File: src/inc/eim1_defs.vh
// Constants for the extended interrupt mask one register
`ifndef EIM1_DEFS_VH
`define EIM1_DEFS_VH
`define EIM1_RESET 8'h00
`define EIM1_USED_MASK 8'hFD
`define EIM1_BIT_TIMER3 7
`define EIM1_BIT_CMP1 6
`define EIM1_BIT_CMP0 5
`define EIM1_BIT_COUNTER 4
`define EIM1_BIT_CONV 3
`define EIM1_BIT_WINDOW 2
`define EIM1_BIT_UNUSED 1
`define EIM1_BIT_TWO_WIRE 0
`define EIM1_NUM_SRC 8
`endif

File: src/verilog/eim1_gate.v
// Per-source request gate with global enable
`timescale 1ns/10ps
module eim1_gate #(
  parameter WIDTH = 8
) (
  input wire [WIDTH-1:0] raw_req,
  input wire [WIDTH-1:0] mask,
  input wire global_enable,
  output wire [WIDTH-1:0] gated_req
);
  genvar i;
  generate
    for (i = 0; i < WIDTH; i = i + 1) begin : g_src
      assign gated_req[i] = raw_req[i] & mask[i] & global_enable;
    end
  endgenerate
endmodule

File: src/verilog/eim1_top.v
// Extended interrupt mask one register and request gating
// Operation
// - Bit 7 set forwards timer 3 low or high overflow; clear blocks both.
// - Bit 6 set forwards comparator 1 rise or fall flag; clear blocks both.
// - Bit 4 set passes all counter array requests; clear blocks them all.
// - Bit 3 set passes conversion-done flag as request; clear suppresses it.
// - Mask bits only matter while global enable is set; else all blocked.
`timescale 1ns/10ps
`include "eim1_defs.vh"
module eim1_top #(
  parameter COUNTER_SRCS = 6
) (
  input wire sys_clk,
  input wire arst_n,
  input wire reg_wr,
  input wire [7:0] reg_wdata,
  output wire [7:0] reg_rdata,
  input wire global_irq_enable,
  input wire timer3_low_overflow_flag,
  input wire timer3_high_overflow_flag,
  input wire comparator1_rise_flag,
  input wire comparator1_fall_flag,
  input wire comparator0_rise_flag,
  input wire comparator0_fall_flag,
  input wire [COUNTER_SRCS-1:0] counter_array_flags,
  input wire conversion_done_flag,
  input wire window_compare_flag,
  input wire two_wire_port_flag,
  output reg timer3_irq,
  output reg comparator1_irq,
  output reg comparator0_irq,
  output reg counter_array_irq,
  output reg conversion_done_irq,
  output reg window_compare_irq,
  output reg two_wire_port_irq
);
  localparam [7:0] RESET_VALUE = `EIM1_RESET;
  reg timer3_irq_mask;
  reg comparator1_irq_mask;
  reg comparator0_irq_mask;
  reg counter_array_irq_mask;
  reg conversion_done_irq_mask;
  reg window_compare_irq_mask;
  reg two_wire_port_irq_mask;
  reg next_timer3_irq_mask;
  reg next_comparator1_irq_mask;
  reg next_comparator0_irq_mask;
  reg next_counter_array_irq_mask;
  reg next_conversion_done_irq_mask;
  reg next_window_compare_irq_mask;
  reg next_two_wire_port_irq_mask;
  reg next_timer3_irq;
  reg next_comparator1_irq;
  reg next_comparator0_irq;
  reg next_counter_array_irq;
  reg next_conversion_done_irq;
  reg next_window_compare_irq;
  reg next_two_wire_port_irq;
  wire [7:0] mask_vec;
  wire [7:0] raw_req;
  wire [7:0] gated_req;

  // Write decode; bit 1 has no flop, so a write to it is lost
  always @* begin
    next_timer3_irq_mask = timer3_irq_mask;
    next_comparator1_irq_mask = comparator1_irq_mask;
    next_comparator0_irq_mask = comparator0_irq_mask;
    next_counter_array_irq_mask = counter_array_irq_mask;
    next_conversion_done_irq_mask = conversion_done_irq_mask;
    next_window_compare_irq_mask = window_compare_irq_mask;
    next_two_wire_port_irq_mask = two_wire_port_irq_mask;
    if (reg_wr) begin
      next_timer3_irq_mask = reg_wdata[`EIM1_BIT_TIMER3];
      next_comparator1_irq_mask = reg_wdata[`EIM1_BIT_CMP1];
      next_comparator0_irq_mask = reg_wdata[`EIM1_BIT_CMP0];
      next_counter_array_irq_mask = reg_wdata[`EIM1_BIT_COUNTER];
      next_conversion_done_irq_mask = reg_wdata[`EIM1_BIT_CONV];
      next_window_compare_irq_mask = reg_wdata[`EIM1_BIT_WINDOW];
      next_two_wire_port_irq_mask = reg_wdata[`EIM1_BIT_TWO_WIRE];
    end
  end

  // One flop per field, so each source stays blocked until software opens it
  always @(posedge sys_clk or negedge arst_n) begin
    if (!arst_n) begin
      timer3_irq_mask <= RESET_VALUE[`EIM1_BIT_TIMER3];
    end else begin
      timer3_irq_mask <= next_timer3_irq_mask;
    end
  end

  always @(posedge sys_clk or negedge arst_n) begin
    if (!arst_n) begin
      comparator1_irq_mask <= RESET_VALUE[`EIM1_BIT_CMP1];
    end else begin
      comparator1_irq_mask <= next_comparator1_irq_mask;
    end
  end

  always @(posedge sys_clk or negedge arst_n) begin
    if (!arst_n) begin
      comparator0_irq_mask <= RESET_VALUE[`EIM1_BIT_CMP0];
    end else begin
      comparator0_irq_mask <= next_comparator0_irq_mask;
    end
  end

  always @(posedge sys_clk or negedge arst_n) begin
    if (!arst_n) begin
      counter_array_irq_mask <= RESET_VALUE[`EIM1_BIT_COUNTER];
    end else begin
      counter_array_irq_mask <= next_counter_array_irq_mask;
    end
  end

  always @(posedge sys_clk or negedge arst_n) begin
    if (!arst_n) begin
      conversion_done_irq_mask <= RESET_VALUE[`EIM1_BIT_CONV];
    end else begin
      conversion_done_irq_mask <= next_conversion_done_irq_mask;
    end
  end

  always @(posedge sys_clk or negedge arst_n) begin
    if (!arst_n) begin
      window_compare_irq_mask <= RESET_VALUE[`EIM1_BIT_WINDOW];
    end else begin
      window_compare_irq_mask <= next_window_compare_irq_mask;
    end
  end

  always @(posedge sys_clk or negedge arst_n) begin
    if (!arst_n) begin
      two_wire_port_irq_mask <= RESET_VALUE[`EIM1_BIT_TWO_WIRE];
    end else begin
      two_wire_port_irq_mask <= next_two_wire_port_irq_mask;
    end
  end

  // Read back; bit 1 always reads zero
  assign mask_vec[`EIM1_BIT_TIMER3] = timer3_irq_mask;
  assign mask_vec[`EIM1_BIT_CMP1] = comparator1_irq_mask;
  assign mask_vec[`EIM1_BIT_CMP0] = comparator0_irq_mask;
  assign mask_vec[`EIM1_BIT_COUNTER] = counter_array_irq_mask;
  assign mask_vec[`EIM1_BIT_CONV] = conversion_done_irq_mask;
  assign mask_vec[`EIM1_BIT_WINDOW] = window_compare_irq_mask;
  assign mask_vec[`EIM1_BIT_UNUSED] = 1'h0;
  assign mask_vec[`EIM1_BIT_TWO_WIRE] = two_wire_port_irq_mask;
  assign reg_rdata = mask_vec;

  // Sources that share a vector are merged before gating
  assign raw_req[`EIM1_BIT_TIMER3] = timer3_low_overflow_flag | timer3_high_overflow_flag;
  assign raw_req[`EIM1_BIT_CMP1] = comparator1_rise_flag | comparator1_fall_flag;
  assign raw_req[`EIM1_BIT_CMP0] = comparator0_rise_flag | comparator0_fall_flag;
  assign raw_req[`EIM1_BIT_COUNTER] = |counter_array_flags;
  assign raw_req[`EIM1_BIT_CONV] = conversion_done_flag;
  assign raw_req[`EIM1_BIT_WINDOW] = window_compare_flag;
  assign raw_req[`EIM1_BIT_UNUSED] = 1'h0;
  assign raw_req[`EIM1_BIT_TWO_WIRE] = two_wire_port_flag;

  eim1_gate #(
    .WIDTH(`EIM1_NUM_SRC)
  ) u_gate (
    .raw_req(raw_req),
    .mask(mask_vec),
    .global_enable(global_irq_enable),
    .gated_req(gated_req)
  );

  always @* begin
    next_timer3_irq = gated_req[`EIM1_BIT_TIMER3];
    next_comparator1_irq = gated_req[`EIM1_BIT_CMP1];
    next_comparator0_irq = gated_req[`EIM1_BIT_CMP0];
    next_counter_array_irq = gated_req[`EIM1_BIT_COUNTER];
    next_conversion_done_irq = gated_req[`EIM1_BIT_CONV];
    next_window_compare_irq = gated_req[`EIM1_BIT_WINDOW];
    next_two_wire_port_irq = gated_req[`EIM1_BIT_TWO_WIRE];
  end

  // Registered so requests are glitch free; costs one cycle of latency
  always @(posedge sys_clk or negedge arst_n) begin
    if (!arst_n) begin
      timer3_irq <= 1'h0;
    end else begin
      timer3_irq <= next_timer3_irq;
    end
  end

  always @(posedge sys_clk or negedge arst_n) begin
    if (!arst_n) begin
      comparator1_irq <= 1'h0;
    end else begin
      comparator1_irq <= next_comparator1_irq;
    end
  end

  always @(posedge sys_clk or negedge arst_n) begin
    if (!arst_n) begin
      comparator0_irq <= 1'h0;
    end else begin
      comparator0_irq <= next_comparator0_irq;
    end
  end

  always @(posedge sys_clk or negedge arst_n) begin
    if (!arst_n) begin
      counter_array_irq <= 1'h0;
    end else begin
      counter_array_irq <= next_counter_array_irq;
    end
  end

  always @(posedge sys_clk or negedge arst_n) begin
    if (!arst_n) begin
      conversion_done_irq <= 1'h0;
    end else begin
      conversion_done_irq <= next_conversion_done_irq;
    end
  end

  always @(posedge sys_clk or negedge arst_n) begin
    if (!arst_n) begin
      window_compare_irq <= 1'h0;
    end else begin
      window_compare_irq <= next_window_compare_irq;
    end
  end

  always @(posedge sys_clk or negedge arst_n) begin
    if (!arst_n) begin
      two_wire_port_irq <= 1'h0;
    end else begin
      two_wire_port_irq <= next_two_wire_port_irq;
    end
  end
endmodule
File: config.mk
export PLATFORM = sky130hd
export DESIGN_NAME = eim1_top
export DESIGN_NICKNAME = d
export VERILOG_FILES = /design/src/verilog/eim1_gate.v /design/src/verilog/eim1_top.v
export VERILOG_INCLUDE_DIRS = /design/src /design/src/inc
export SDC_FILE = /design/constraint.sdc
export NUM_CORES = 1
export LEC_CHECK = 0
export BUFFER_PORTS_ARGS = -buffer_cell sky130_fd_sc_hd__buf_4
export CORE_UTILIZATION = 34
export DETAILED_ROUTE_END_ITERATION = 8
export GPL_TIMING_DRIVEN = 1
export PLACE_DENSITY_LB_ADDON = 0.25
export SYNTH_ARGS = -nofsm -noshare
export SYNTH_HDL_FRONTEND = slang
export SYNTH_SLANG_ARGS = --single-unit
export TNS_END_PERCENT = 20
File: constraint.sdc
create_clock -name sys_clk -period 0.8 [get_ports sys_clk]
set_input_delay 0 -clock sys_clk [delete_from_list [all_inputs] [get_ports sys_clk]]
set_output_delay 0 -clock sys_clk [all_outputs]
set_load 0.02 [all_outputs]
==> impl_metrics.yaml <==
place:
  preCtsSetupSlack_ns: -0.229
  dpl_cell_area_um2: 812
  dpl.hpwl_um: 902
  io_buffer_count: 39
  place.gp.congestion: 0.634
hold_path:
  min_from: "counter_array_flags[4]"
  hp-class: "input pin to register"
  whs_path_depth: 2
  worstHoldEndpoint: "counter_array_irq"
cts:
  clockBufferDepth: 2
  cts_tree: "done"
  numClockSinks: 14
  cts_hold_buffers: 18
  clock_latency_ns: 0.27
  clk_pin_slew_ns: 0.08
  cts.root.buffer_cell: "clkbuf_4"
  cts_made_buffers: 3
  htree_num_levels: 1
worst_setup_path:
  cp_num_buf_inv: 1
  cp_top_family: "flip-flops"
  crit_path_top_delay_cell: "dfrtp_1"
  r2r-start: "counter_array_irq_mask"
  worstSetupStartpointType: "register"
  crit_fanout: 3
  crit_type: "register to output pin"
  critPathCaptureType: "output pin"
  cp_data_arrival_time_ns: 0.83
  cp.required_ns: 0.80
  path_cells: "buf_6"
  r2r-end: "counter_array_irq_mask"
  rrSetupSlack_ns: 0.01
  slowest_delay_ns: 0.42
  worstRegToRegCells: 1
sta:
  hold_violations: 1
  setup_viol: 7
  grt_setup_unrepaired: "yes"
  min_period_ns: 0.834
  max_freq_mhz: 1200
  period_share_pct: 104
  slew_violations: 0
  whs_ns: -0.00639
  clock-skew-final_ns: 0.00682
  timing.final.ws_setup_ns: -0.0336
job:
  max_cap_viol_count: 0
routing:
  totalWireLength_mm: 1.43
  drt_pass1_iterations: 3
  dr.first_iter.drc_count: 5
  dr_total_vias: 500
  avgRoutedWirePerCell_um: 13.2
  ant_nets: 0
  avgViaCountPerCell: 4.63
  drc_errors: 0
finish:
  design_area_mm2: 0.00109
  fill_cells: 108
  final_cell_mix: "buf_4, dlygate4sd3_1, dfrtp_1, buf_6, mux2_2"
  final_common_cell: "buf_4"
  layout-drive-gt1-share_pct: 55.4
  regArea_um2: 350
  multi_input_area_um2: 153
  final_core_util_pct: 71.3
  antenna_cells: 0
  layout.nets: 121
  syn2layout_area_growth_pct: 92.9
global_routing:
  grt_usage_pct: 16.6
  antenna_found_initial: 0
  grt_overflow_total: 0
  grt_first_pass_wirelength_mm: 2.23
  grt_pass1_vias: 537
  grt_max_degree: 15
floorplan:
  fp-row-count: 14
  start_util_pct: 36.9
  coreArea_mm2: 0.00152
  dieArea_mm2: 0.00182
  die_x_um: 42.7
  ios: 42
  die_h_um: 42.7
synth:
  ys_warn_count: 0
  synthDistinctLibCells: 9
  avgSynthCellArea_um2: 14.4
  yosysSeqAreaShare_pct: 62.2
  syn-cell-area_um2: 563
  syn_nets: 66
  synth_seq_cells: 14
  synth_cells: 39
pwr:
  power.density_mw_per_mm2: 1530
  ir_drop_uv: 1170
  leakage_nw: 0.566
outcome:
  violations: "negative hold slack, negative setup slack"
  status: "finished, violations left"
-- kinds of logic (layout without fill, tap and decap cells) --
group	Yosys count	count (layout)	synth area share [%]
AO/OA/AOI/OAI	4	4	7.11
AND/OR/NAND/NOR	4	4	4.67
buffers and inverters	9	62	11.3
multiplexers	7	7	14.0
flip-flops	14	14	62.2
other	1	1	0.666
-- metrics by stage --
step           instances  power [mW]  TNS, ns
2_1_floorplan         39        1.00   -0.108
3_3_place_gp          85        1.15   -0.218
3_5_place_dp          85        1.16   -0.229
4_1_cts              108        1.68   -0.214
5_1_grt              108        1.74   -0.426
6_report             108        1.66   -0.119
-- repair_timing --
item,in CTS,in global routing
endpoints found under the setup margin,12,18
buffers inserted,2,0
gates resized for setup,12,3
endpoints found under the hold margin,28,1
-- sequential cells by signal, indices dropped and copies added (netlist names) --
signal                    cells
two_wire_port_irq             1
two_wire_port_irq_mask        1
comparator0_irq_mask          1
window_compare_irq            1
comparator0_irq               1
counter_array_irq             1
timer3_irq                    1
conversion_done_irq           1
window_compare_irq_mask       1
timer3_irq_mask               1
comparator1_irq               1
counter_array_irq_mask        1
comparator1_irq_mask          1
conversion_done_irq_mask      1
-- worst max-delay path by stage --
stage	start	end	slack [ns]	cells past startpoint
5_1_grt	timer3_irq_mask	reg_rdata[7]	-0.06	1
6_report	comparator0_irq_mask	reg_rdata[5]	-0.03	1
2_1_floorplan	counter_array_flags[1]	counter_array_irq	-0.11	2
4_1_cts	comparator0_irq_mask	reg_rdata[5]	-0.04	1
3_3_place_gp	counter_array_flags[1]	counter_array_irq	-0.22	3
3_5_place_dp	counter_array_flags[1]	counter_array_irq	-0.23	3
-- final cells by class --
type,count,area share (%)
Multi-Input combinational cell,16,14.1
Sequential cell,14,32.3
Timing Repair Buffer,59,49.8
Tap cell,16,1.84
Clock buffer,3,2.07
-- report_power, final --
part	leakage (nW)	switching (mW)	internal, mW
Clock	0.0138	0.205	0.174
Combinational	0.378	0.172	0.299
Sequential	0.175	0.0428	0.765
Total	0.566	0.420	1.24
-- Yosys cell counts --
| library cell | instances | area share, % |
|---|---|---|
| mux2_2 | 7 | 14 |
| conb_1 | 1 | 0.67 |
| buf_4 | 8 | 11 |
| o311a_1 | 1 | 1.8 |
| or4_1 | 1 | 1.3 |
| dfrtp_1 | 14 | 62 |
| clkbuf_1 | 1 | 0.67 |
| and3_1 | 3 | 3.3 |
| o211a_1 | 3 | 5.3 |
-- metal layers --
metal  GRT usage [%]  up-vias  routed length [um]
li1                -      235                   -
met4            8.13        0                   0
met2            30.9       23                 818
met3            2.98        0                  86
met5               0        -                   0
met1            17.6      242                 522
No activity file was read; power rests on OpenSTA's default activity.
